`src/include/dbw_pkg.sv`:
```
package dbw_pkg;

  // ----------------------------------------------------------------
  // register numbers on the processor status port
  // ----------------------------------------------------------------
  localparam logic [7:0]  DBW_REG_CAUSE   = 8'h15;
  localparam logic [7:0]  DBW_REG_DATA    = 8'h16;
  localparam logic [7:0]  DBW_REG_HALT    = 8'h18;
  localparam logic [7:0]  DBW_REG_SCR     = 8'h20;
  localparam logic [7:0]  DBW_REG_IB_ADDR = 8'h30;
  localparam logic [7:0]  DBW_REG_IB_CTRL = 8'h40;
  localparam logic [7:0]  DBW_REG_DW_A    = 8'h50;
  localparam logic [7:0]  DBW_REG_DW_B    = 8'h60;
  localparam logic [7:0]  DBW_REG_DW_CTRL = 8'h70;
  localparam logic [7:0]  DBW_REG_RW_MASK = 8'h80;
  localparam logic [7:0]  DBW_REG_RW_VAL  = 8'h90;
  localparam logic [7:0]  DBW_REG_RW_CTRL = 8'h9C;
  // scratch words seen from the tile configuration port
  localparam logic [7:0]  DBW_CFG_SCR     = 8'h20;

  // ----------------------------------------------------------------
  // field positions and write masks
  // ----------------------------------------------------------------
  localparam int          DBW_CAUSE_LSB   = 0;
  localparam int          DBW_THR_LSB     = 8;
  localparam int          DBW_IDX_LSB     = 16;
  localparam int          DBW_EN_BIT      = 0;
  localparam int          DBW_SEL_BIT     = 1;
  localparam int          DBW_LOAD_BIT    = 2;
  localparam int          DBW_TEN_LSB     = 16;
  localparam logic [31:0] DBW_IB_WMASK    = 32'h00FF0003;
  localparam logic [31:0] DBW_DW_WMASK    = 32'h00FF0007;
  localparam logic [31:0] DBW_RW_WMASK    = 32'h00FF0003;
  localparam logic [31:0] DBW_RST_WORD    = 32'h00000000;

  // ----------------------------------------------------------------
  // types
  // ----------------------------------------------------------------
  typedef enum logic [2:0] {
    DBW_CAUSE_NONE   = 3'h0,
    DBW_CAUSE_HOST   = 3'h1,
    DBW_CAUSE_DEBUG_CALL_INSTRUCTION  = 3'h2,
    DBW_CAUSE_IBRK   = 3'h3,
    DBW_CAUSE_DWATCH = 3'h4,
    DBW_CAUSE_RWATCH = 3'h5
  } dbw_cause_t;

  typedef struct packed {
    logic        rd;
    logic        wr;
    logic [7:0]  num;
    logic [31:0] wdata;
  } dbw_req_t;

  typedef struct packed {
    logic        valid;
    logic [2:0]  thread;
    logic [31:0] pc;
  } dbw_pc_t;

  typedef struct packed {
    logic        valid;
    logic        is_load;
    logic [2:0]  thread;
    logic [31:0] addr;
  } dbw_mem_t;

  typedef struct packed {
    logic        valid;
    logic [2:0]  thread;
    logic [31:0] id;
  } dbw_res_t;

  typedef struct packed {
    dbw_cause_t       cause;
    logic [1:0]       idx;
    logic [7:0]       thr;
    logic [31:0]      data;
    logic [7:0]       halt;
    logic [7:0]       inhibit;
    logic [7:0][31:0] scr;
    logic [3:0][31:0] ib_addr;
    logic [3:0][31:0] ib_ctrl;
    logic [3:0][31:0] dw_a;
    logic [3:0][31:0] dw_b;
    logic [3:0][31:0] dw_ctrl;
    logic [3:0][31:0] rw_mask;
    logic [3:0][31:0] rw_val;
    logic [3:0][31:0] rw_ctrl;
    logic [31:0]      ps_rdata;
    logic [31:0]      cfg_rdata;
    logic             irq;
  } dbw_state_t;

endpackage

```
`src/dbw_unit.sv`:
```
`timescale 1ns/1ps

module dbw_unit
  import dbw_pkg::*;
(
  // clock and reset
  input  wire logic       i_clk,
  input  wire logic       i_rst_n,
  // processor status register port
  input  wire dbw_req_t   i_ps_req,
  output logic [31:0]     o_ps_rdata,
  // tile configuration port
  input  wire dbw_req_t   i_cfg_req,
  output logic [31:0]     o_cfg_rdata,
  // processor mode and debug sources
  input  wire logic       i_in_debug,
  input  wire logic       i_host_req,
  input  wire logic       i_debug_call_instruction,
  input  wire logic [2:0] i_debug_call_instruction_thread,
  // pipeline observation
  input  wire dbw_pc_t    i_pc,
  input  wire dbw_mem_t   i_mem,
  input  wire dbw_res_t   i_res,
  // to the core
  output logic            o_dbg_irq,
  output logic [7:0]      o_halt_mask,
  output logic [7:0]      o_issue_inhibit
);

  // ----------------------------------------------------------------
  // decode helpers
  // ----------------------------------------------------------------
  function automatic logic in_grp(input logic [7:0] num, input logic [7:0] base);
    return num[7:2] == base[7:2];
  endfunction

  function automatic logic in_scr(input logic [7:0] num, input logic [7:0] base);
    return num[7:3] == base[7:3];
  endfunction

  function automatic logic thr_ok(input logic [31:0] ctrl, input logic [2:0] t);
    logic [7:0] f;
    f = ctrl[DBW_TEN_LSB +: 8];
    return f[t];
  endfunction

  // lowest set bit wins when several units fire together
  function automatic logic [1:0] first_hit(input logic [3:0] v);
    logic [1:0] r;
    r = 2'h0;
    for (int i = 3; i >= 0; i--) begin
      if (v[i]) begin
        r = 2'(i);
      end
    end
    return r;
  endfunction

  function automatic logic [31:0] rd_ps(input dbw_state_t s, input logic [7:0] num);
    logic [31:0] r;
    logic [1:0]  k;
    r = DBW_RST_WORD;
    k = num[1:0];
    if (num == DBW_REG_CAUSE) begin
      r = {14'h0, s.idx, s.thr, 5'h0, s.cause};
    end else if (num == DBW_REG_DATA) begin
      r = s.data;
    end else if (num == DBW_REG_HALT) begin
      r = {24'h0, s.halt};
    end else if (in_scr(num, DBW_REG_SCR)) begin
      r = s.scr[num[2:0]];
    end else if (in_grp(num, DBW_REG_IB_ADDR)) begin
      r = s.ib_addr[k];
    end else if (in_grp(num, DBW_REG_IB_CTRL)) begin
      r = s.ib_ctrl[k];
    end else if (in_grp(num, DBW_REG_DW_A)) begin
      r = s.dw_a[k];
    end else if (in_grp(num, DBW_REG_DW_B)) begin
      r = s.dw_b[k];
    end else if (in_grp(num, DBW_REG_DW_CTRL)) begin
      r = s.dw_ctrl[k];
    end else if (in_grp(num, DBW_REG_RW_MASK)) begin
      r = s.rw_mask[k];
    end else if (in_grp(num, DBW_REG_RW_VAL)) begin
      r = s.rw_val[k];
    end else if (in_grp(num, DBW_REG_RW_CTRL)) begin
      r = s.rw_ctrl[k];
    end
    return r;
  endfunction

  // ----------------------------------------------------------------
  // match logic
  // ----------------------------------------------------------------
  dbw_state_t s_r;
  dbw_state_t s_nxt;
  logic [3:0] ib_hit;
  logic [3:0] dw_hit;
  logic [3:0] rw_hit;

  for (genvar g = 0; g < 4; g++) begin : g_unit
    logic cond_a;
    logic cond_b;
    logic kind_ok;
    logic res_eq;
    assign cond_a  = i_mem.addr == s_r.dw_a[g];
    assign cond_b  = i_mem.addr == s_r.dw_b[g];
    assign kind_ok = !i_mem.is_load || s_r.dw_ctrl[g][DBW_LOAD_BIT];
    assign res_eq  = (i_res.id & s_r.rw_mask[g]) == (s_r.rw_val[g] & s_r.rw_mask[g]);
    assign ib_hit[g] = i_pc.valid && s_r.ib_ctrl[g][DBW_EN_BIT] &&
                       thr_ok(s_r.ib_ctrl[g], i_pc.thread) &&
                       ((i_pc.pc == s_r.ib_addr[g]) ^ s_r.ib_ctrl[g][DBW_SEL_BIT]);
    assign dw_hit[g] = i_mem.valid && s_r.dw_ctrl[g][DBW_EN_BIT] && kind_ok &&
                       thr_ok(s_r.dw_ctrl[g], i_mem.thread) &&
                       (s_r.dw_ctrl[g][DBW_SEL_BIT] ? (cond_a | cond_b) : (cond_a & cond_b));
    assign rw_hit[g] = i_res.valid && s_r.rw_ctrl[g][DBW_EN_BIT] &&
                       thr_ok(s_r.rw_ctrl[g], i_res.thread) &&
                       (res_eq ^ s_r.rw_ctrl[g][DBW_SEL_BIT]);
  end

  // ----------------------------------------------------------------
  // cause selection
  // ----------------------------------------------------------------
  dbw_cause_t sel_cause;
  logic [1:0] sel_idx;
  logic [7:0] sel_thr;

  always_comb begin
    sel_cause = DBW_CAUSE_NONE;
    sel_idx   = 2'h0;
    sel_thr   = 8'h00;
    if (i_host_req) begin
      sel_cause = DBW_CAUSE_HOST;
    end else if (i_debug_call_instruction) begin
      sel_cause = DBW_CAUSE_DEBUG_CALL_INSTRUCTION;
      sel_thr   = {5'h00, i_debug_call_instruction_thread};
    end else if (|ib_hit) begin
      sel_cause = DBW_CAUSE_IBRK;
      sel_idx   = first_hit(ib_hit);
      sel_thr   = {5'h00, i_pc.thread};
    end else if (|dw_hit) begin
      sel_cause = DBW_CAUSE_DWATCH;
      sel_idx   = first_hit(dw_hit);
      sel_thr   = {5'h00, i_mem.thread};
    end else if (|rw_hit) begin
      sel_cause = DBW_CAUSE_RWATCH;
      sel_idx   = first_hit(rw_hit);
      sel_thr   = {5'h00, i_res.thread};
    end
  end

  // ----------------------------------------------------------------
  // next state
  // ----------------------------------------------------------------
  always_comb begin
    logic [31:0] w;
    logic [1:0]  k;
    w     = i_ps_req.wdata;
    k     = i_ps_req.num[1:0];
    s_nxt = s_r;
    s_nxt.irq = 1'b0;
    // configuration port reaches only the scratch words
    if (i_cfg_req.wr && in_scr(i_cfg_req.num, DBW_CFG_SCR)) begin
      s_nxt.scr[i_cfg_req.num[2:0]] = i_cfg_req.wdata;
    end
    // status port write comes later, so it wins a same-word collision
    if (i_ps_req.wr && i_in_debug) begin
      if (i_ps_req.num == DBW_REG_CAUSE) begin
        s_nxt.cause = dbw_cause_t'(w[DBW_CAUSE_LSB +: 3]);
        s_nxt.thr   = w[DBW_THR_LSB +: 8];
        s_nxt.idx   = w[DBW_IDX_LSB +: 2];
      end else if (i_ps_req.num == DBW_REG_DATA) begin
        s_nxt.data = w;
      end else if (i_ps_req.num == DBW_REG_HALT) begin
        s_nxt.halt = w[7:0];
      end else if (in_scr(i_ps_req.num, DBW_REG_SCR)) begin
        s_nxt.scr[i_ps_req.num[2:0]] = w;
      end else if (in_grp(i_ps_req.num, DBW_REG_IB_ADDR)) begin
        s_nxt.ib_addr[k] = w;
      end else if (in_grp(i_ps_req.num, DBW_REG_IB_CTRL)) begin
        s_nxt.ib_ctrl[k] = w & DBW_IB_WMASK;
      end else if (in_grp(i_ps_req.num, DBW_REG_DW_A)) begin
        s_nxt.dw_a[k] = w;
      end else if (in_grp(i_ps_req.num, DBW_REG_DW_B)) begin
        s_nxt.dw_b[k] = w;
      end else if (in_grp(i_ps_req.num, DBW_REG_DW_CTRL)) begin
        s_nxt.dw_ctrl[k] = w & DBW_DW_WMASK;
      end else if (in_grp(i_ps_req.num, DBW_REG_RW_MASK)) begin
        s_nxt.rw_mask[k] = w;
      end else if (in_grp(i_ps_req.num, DBW_REG_RW_VAL)) begin
        s_nxt.rw_val[k] = w;
      end else if (in_grp(i_ps_req.num, DBW_REG_RW_CTRL)) begin
        s_nxt.rw_ctrl[k] = w & DBW_RW_WMASK;
      end
    end
    // a capture never meets a software write: writes need debug mode, captures need it off
    if (sel_cause != DBW_CAUSE_NONE && !i_in_debug) begin
      s_nxt.cause = sel_cause;
      s_nxt.idx   = sel_idx;
      s_nxt.thr   = sel_thr;
      s_nxt.irq   = 1'b1;
      if (sel_cause == DBW_CAUSE_DWATCH) begin
        s_nxt.data = i_mem.addr;
      end else if (sel_cause == DBW_CAUSE_RWATCH) begin
        s_nxt.data = i_res.id;
      end
    end
    // one cycle behind the mode input; the core must allow for it
    s_nxt.inhibit = s_nxt.halt & {8{!i_in_debug}};
    if (i_ps_req.rd) begin
      s_nxt.ps_rdata = rd_ps(s_r, i_ps_req.num);
    end
    if (i_cfg_req.rd) begin
      s_nxt.cfg_rdata = in_scr(i_cfg_req.num, DBW_CFG_SCR) ?
                        s_r.scr[i_cfg_req.num[2:0]] : DBW_RST_WORD;
    end
  end

  always_ff @(posedge i_clk) begin
    if (!i_rst_n) begin
      s_r <= '0;
    end else begin
      s_r <= s_nxt;
    end
  end

  assign o_ps_rdata      = s_r.ps_rdata;
  assign o_cfg_rdata     = s_r.cfg_rdata;
  assign o_dbg_irq       = s_r.irq;
  assign o_halt_mask     = s_r.halt;
  assign o_issue_inhibit = s_r.inhibit;

  logic cap;
  assign cap = (sel_cause != DBW_CAUSE_NONE) && !i_in_debug;
endmodule

```
`config.mk`:
```
export PLATFORM = sky130hd
export DESIGN_NAME = dbw_unit
export DESIGN_NICKNAME = d
export VERILOG_FILES = /design/src/include/dbw_pkg.sv /design/src/dbw_unit.sv
export SDC_FILE = /design/constraint.sdc
export NUM_CORES = 2
export LEC_CHECK = 0
export BUFFER_PORTS_ARGS = -buffer_cell sky130_fd_sc_hd__buf_2
export CAP_MARGIN = 20
export CORE_MARGIN = 2
export CORE_UTILIZATION = 55
export CTS_CLUSTER_SIZE = 12
export DETAILED_ROUTE_END_ITERATION = 8
export PLACE_DENSITY = 0.82
export SLEW_MARGIN = 20
export SYNTH_ARGS = -nofsm -noshare
export SYNTH_HDL_FRONTEND = slang
export SYNTH_SLANG_ARGS = --single-unit
```
`constraint.sdc`:
```
create_clock -name i_clk -period 5.7 [get_ports i_clk]
set_clock_uncertainty 0.05 [all_clocks]
set_input_delay 0.855 -clock i_clk [delete_from_list [all_inputs] [get_ports i_clk]]
set_output_delay 0.855 -clock i_clk [all_outputs]
set_load 0.01 [all_outputs]
```
; ---- After elaboration in Yosys (flattened, before gate mapping)
; Cells that the tools add are included.
[classes]
order_cmp = 9
reduce_logical = 67
bitwise = 36
muxes = 136
eq_ne = 31
[ops]
columns = cell, n
row1 = 2-to-1 mux 1280 bit, 4
row2 = 2-to-1 mux 128 bit, 9
row3 = bitwise mux 128 bit, 8
row4 = 2-to-1 mux 1024 bit, 1
row5 = 2-to-1 mux 32 bit, 29
row6 = 2-to-1 mux 896 bit, 1
row7 = 2-to-1 mux 256 bit, 3
row8 = 2-to-1 mux 768 bit, 1
row9 = 2-to-1 mux 640 bit, 1
row10 = binary-select mux 32 bit (select 2 bit), 8
row11 = bitwise mux 256 bit, 2
row12 = == test 32 bit, 16
row13 = 2-to-1 mux 512 bit, 1
row14 = 2-to-1 mux 384 bit, 1
row15 = AND 32 bit, 8
row16 = binary-select mux 32 bit (select 3 bit), 2
row17 = demux 32 bit (select 3 bit), 2
row18 = demux 32 bit (select 2 bit), 1
row19 = 2-to-1 mux 53 bit, 1
row20 = logical AND 1 bit, 46
row21 = 2-to-1 mux 45 bit, 1
row22 = 2-to-1 mux 40 bit, 1
row23 = binary-select mux 1 bit (select 3 bit), 12
row24 = 2-to-1 mux 2 bit, 17
row25 = 33 further kinds, 103
[word_totals]
register_bits = 1406
input_bits = 201

; ---- Depth between registers and ports, before layout
[logic_depth]
ltp_word = 18
mapped_depth = 13

; ---- Worst setup path before layout
; No wires, ideal clock.
[synth_path]
path_type = input port to flip-flop
startpoint = in i_res[28] (netlist bit)
endpoint = reg s_r[1366] (netlist bit)
required_time_ns = 5.517
stages = 13
setup_ns = 0.133
slack_ns = 2.297
arrival_ns = 3.220
path_buffers = 3
path_cell_list = clkbuf_1 -> xor2_1 -> a22oi_1 -> nand4_1 -> nor4_1 -> mux2i_1 -> nand4_2 -> nand4bb_1 -> buf_2 -> buf_6 -> mux2_1 -> mux2i_1 -> a21oi_1
[synth_between]
elab_chain_cells = 14
elab_cells_between_ends = 29
[synth_lines]
columns = item, line_no
row1 = start: declaration, dbw_unit.sv:23  ; input wire dbw_res_t i_res,
row2 = AND 32 bit, dbw_unit.sv:109  ; assign res_eq = (i_res.id & s_r.rw_mask[g]) == (s_r.rw_val[g] & s_r.rw_mask[g]);
row3 = == test 32 bit, dbw_unit.sv:109
row4 = XOR 1 bit, dbw_unit.sv:118  ; (res_eq ^ s_r.rw_ctrl[g][DBW_SEL_BIT]);
row5 = logical AND 1 bit, dbw_unit.sv:117  ; thr_ok(s_r.rw_ctrl[g], i_res.thread) &&
row6 = OR reduction 4 bit (*), dbw_unit.sv:145  ; end else if (|rw_hit) begin
row7 = 2-to-1 mux 3 bit (*), dbw_unit.sv:145
row8 = 2-to-1 mux 3 bit (*), dbw_unit.sv:141  ; end else if (|dw_hit) begin
row9 = 2-to-1 mux 3 bit (*), dbw_unit.sv:137  ; end else if (|ib_hit) begin
row10 = 2-to-1 mux 3 bit (*), dbw_unit.sv:134  ; end else if (i_debug_call_instruction) begin
row11 = 2-to-1 mux 3 bit (*), dbw_unit.sv:132  ; if (i_host_req) begin
row12 = == test 3 bit, dbw_unit.sv:204  ; end else if (sel_cause == DBW_CAUSE_RWATCH) begin
row13 = 2-to-1 mux 32 bit, dbw_unit.sv:204
row14 = 2-to-1 mux 32 bit, dbw_unit.sv:202  ; if (sel_cause == DBW_CAUSE_DWATCH) begin
row15 = 2-to-1 mux 45 bit (*), dbw_unit.sv:197  ; if (sel_cause != DBW_CAUSE_NONE && !i_in_debug) begin
row16 = end signal: assignment, dbw_unit.sv:223  ; s_r <= s_nxt;
row17 = end: declaration, dbw_unit.sv:95  ; dbw_state_t s_r;
; Mark *: on every way between the ends. The rest lies on a longest branch, timed or not.
; A chain may end at the register's enable or synchronous reset.

==> summary.md <==
| Metric | Value |
|---|---|
| Fraction of power spent switching nets | 25.42% |
| Total nets after synthesis | 7,898 |
| Type of the tightest min-delay check | input port to register |
| # DRC | 0 |
| Floorplan die height | 360.9 um |
| Slowest cell on the critical path | sky130_fd_sc_hd__nor4_1 |
| Area contributors post-synth | sky130_fd_sc_hd__dfxtp_1 (40%), sky130_fd_sc_hd__mux4_2 (13%), sky130_fd_sc_hd__nand2_1 (8.1%) |
| Fraction of registers with async set or reset after synthesis | 0% |
| Chain of cells forming the critical path | xor2_1 > a22oi_1 > nand4_1 > nor4_1 > mux2i_1 > nand4_2 > nand4bb_1 > buf_4 > mux2_1 > mux2i_1 > a21oi_1 |
| Pleak | 27.62 nW |
| Register-to-register setup slack | 1600 ps |
| Sequential fraction of the synthesis area | 40.18% |
| Share of layout cells above drive strength 1 | 15.40% |
| Slew HR | 14.84% |
| Combined global-route utilization of all metal layers | 42.26% |
| Final Hold Fails | 0 |
| First-iteration detailed-routing DRC count | 11,760 |
| Reg2Reg Depth | 11 |
| Number of global-route vias before repair | 59,330 |
| Start point of the worst hold path | i_ps_req[40] |
| Vias | 63,970 |
| Largest net degree at the start of global routing | 214 |
| Unrepaired setup endpoints after global routing | false |
| Library cell with the largest summed area after synthesis | sky130_fd_sc_hd__dfxtp_1 |
| Total setup buffers inserted after CTS | 0 |
| Netlist cell types | 70 |
| Maximum level of the CTS H-tree | 4 |
| Max Slew Vio Count | 0 |
| Worst endpoint data arrival time | 4750 ps |
| Total overflow reported by the global router | 0 |
| Shortest period the worst path allows | 4097 ps |
| Area of the multi-input gates | 0.03821 mm2 |
| Cts bufs inserted | 150 |
| Sum of negative setup slack | 0 ps |
| Effective utilization at floorplan | 55.57% |
| Area Overhead vs Synth | 9.000% |
| Hold Path Cell Cnt | 3 |
| Combinational share of power | 6.9% |
| Highest Clock Rate | 0.2441 GHz |
| Maximum vdd ir drop | 0.2689 mV |
| Final Wtd Congestion | 1.098 |
| Clock slew at reported path FFs | 60 ps |
| Worst skew pair latency | 840 ps |
| Crit path launch type | register |
| Result of the run | finished, final reports clean |
| Final total power | 21.15 mW |
| Antenna violations before repair | 69 |
| Port Buffers | 281 |
| Placeable Area | 0.1261 mm2 |
| Ratio of final minimum period to clock period | 71.87% |
| Required time at the worst-slack endpoint | 6350 ps |
| Sequential cell area | 0.02815 mm2 |
| Wire length of the first global-routing pass | 407,600 um |
| Synthesized cell area | 0.07005 mm2 |
| Total power per unit cell area | 277.0 mW/mm2 |
| Number of iterations in the first detailed-routing pass | 7 |
| Net switching power | 5.377 mW |
| Post-CTS Hold Fix Bufs | 0 |
| R2r endpoint | s_r[1378]$_SDFF_PN0_ |
| # nets final | 7,646 |
| Worst-Margin Slew | 1277 ps |
| CP Class | register to register |
| Max stage delay on crit path | 860 ps |
| Internal power | 15.78 mW |
| Worst-path fanout max | 14 |
| Maximum clock insertion buffer count | 3 |
| Yosys top cell area share | 40.18% |
| Most Frequent Cell on Critical Path | sky130_fd_sc_hd__mux2i_1 |
| CTS root buffer | sky130_fd_sc_hd__clkbuf_16 |
| Antenna violation net count after detailed routing | 0 |
| Mean number of vias per cell | 6.928 |
| Count of instances resized after the clock tree is built | 0 |
| Total clock sinks | 1,406 |
| List of most frequent post-synthesis cells | sky130_fd_sc_hd__nand2_1 (1,507), sky130_fd_sc_hd__dfxtp_1 (1,406), sky130_fd_sc_hd__a21oi_1 (829), sky130_fd_sc_hd__clkbuf_1 (591), sky130_fd_sc_hd__nor2_1 (490) |
| Synthesized instance count | 7,697 |
| Ys Warns | 0 |
| Std cell rows | 130 |
| Total buffers and inverters traversed by the critical path | 1 |
| Ys flop type | sky130_fd_sc_hd__dfxtp_1 |
| Routed WL per cell | 30.79 um |
| Yosys reg bits | 1,406 |
| Kind of end point of the critical path | register |
| Floorplan die width | 360.9 um |
| Family of cells with the greatest summed delay on the critical path | simple AND/OR/NAND/NOR gates |
| Clock tree from TritonCTS | yes |
| WL final | 284,300 um |
| Number of filler cells placed in the layout | 10,270 |
| Capturing instance or port of the critical path | s_r[1378]$_SDFF_PN0_ |
| Number of flops mapped to enable cells by yosys | 0 |
| Most frequent cell after synthesis | sky130_fd_sc_hd__nand2_1 |
| Die Footprint | 0.1302 mm2 |
| Total half-perimeter wirelength after legalization and detailed placement | 187,700 um |
| Average footprint of a synthesized cell | 9.101 um2 |
| Part of the power in registers | 46.7% |
| I/O pins | 282 |
| Clock share of power | 46.3% |
| Worst path depth | 11 |
| Final setup vio count | 0 |
| Max cap viols | 0 |
==> cells by family (layout without fill, tap and decap cells) <==
logic type	count (synthesis)	count (layout)	synth area share, %
and+or+nand+nor	2573	2573	15.80
AOI/OAI and AO/OA	1499	1499	12.97
DFF	1406	1406	40.18
buffers and inverters	878	728	5.521
muxes	821	821	19.01
xor gates and xnor gates	516	516	6.451
adders and majority gates	4	4	0.05894
other	0	36	0
==> stage by stage <==
stage                     cells  setup slack [ps]  utilization, %  hold slack (ps)  cell area, um2
after floorplan            7697              2297               -            374.1           70050
after global placement     8941              1198           56.64            386.2           71400
after detailed placement   8941              1160           56.64            388.1           71400
after CTS                  9195              1879           60.45            317.2           76200
after global routing       9208              1552           60.52            362.4           76290
final                      9233              1603           60.57            366.1           76360
==> how the worst min path moves through the flow <==
| stage | end | slack [ps] |
|---|---|---|
| after floorplan | s_r[100]$_SDFFE_PN0P_ | 370 |
| after global placement | s_r[937]$_SDFFE_PN0P_ | 390 |
| after detailed placement | s_r[102]$_SDFFE_PN0P_ | 390 |
| after CTS | s_r[1401]$_SDFFE_PN0P_ | 320 |
| after global routing | s_r[1401]$_SDFFE_PN0P_ | 360 |
| final | s_r[1401]$_SDFFE_PN0P_ | 370 |
==> cell type report <==
cell class	count	share of cell area [%]
multi-input combinational	5413	50.05
antenna	36	0.1180
clock buffer	224	5.768
sequential	1406	36.86
clock inverter	30	0.5244
tap	1650	2.704
timing repair buffer	460	3.900
inverter	14	0.07865
==> tightest hold or removal path, stage by stage <==
cell and delay [ps]:
sky130_fd_sc_hd__buf_2 140, sky130_fd_sc_hd__nand3_1 90, sky130_fd_sc_hd__a311oi_1 90
==> cells in the final DEF (no fill, tap or decap), drive strengths merged, types with 6 or more instances in the layout <==
master / synthesis / final
mux2: 27 / 27
nor3: 30 / 30
nor2: 491 / 491
a22oi: 141 / 141
dfxtp: 1406 / 1406
o22ai: 11 / 11
a311oi: 19 / 19
buf: 273 / 460
inv: 14 / 24
mux2i: 389 / 389
diode: 0 / 36
or2: 7 / 7
a22o: 27 / 27
a2111oi: 11 / 11
nand2b: 6 / 6
a21oi: 829 / 829
mux4: 405 / 405
xor2: 320 / 320
nand3: 51 / 51
clkinv: 0 / 15
nand4: 96 / 96
a221oi: 23 / 23
nor2b: 23 / 23
a41oi: 14 / 14
and3: 89 / 89
clkbuf: 591 / 224
nor4: 68 / 68
nor3b: 6 / 6
a211oi: 278 / 278
and2: 185 / 185
a31oi: 17 / 17
nand2: 1508 / 1508
xnor2: 196 / 196
o21ai: 95 / 95
==> power groups by stage <==
stage | clock network (mW) | registers [mW] | logic (mW)
global route | 10.1 | 9.88 | 1.47
detailed placement | 0 | 10.1 | 1.37
CTS | 9.74 | 9.88 | 1.37
floorplan | 0 | 10.1 | 0.864
finish | 9.80 | 9.89 | 1.46
global placement | 0 | 10.1 | 1.36
==> metal layers <==
layer | vias up | share of wire, % | global-route usage [%]
met4 | 76 | 8.4 | 29.90
li1 | 26350 | - | -
met5 | - | 0.19 | 0.2220
met2 | 5634 | 40 | 57.82
met1 | 30650 | 34 | 51.74
met3 | 1256 | 17 | 20.27
Power figures use the tool's default switching activity.
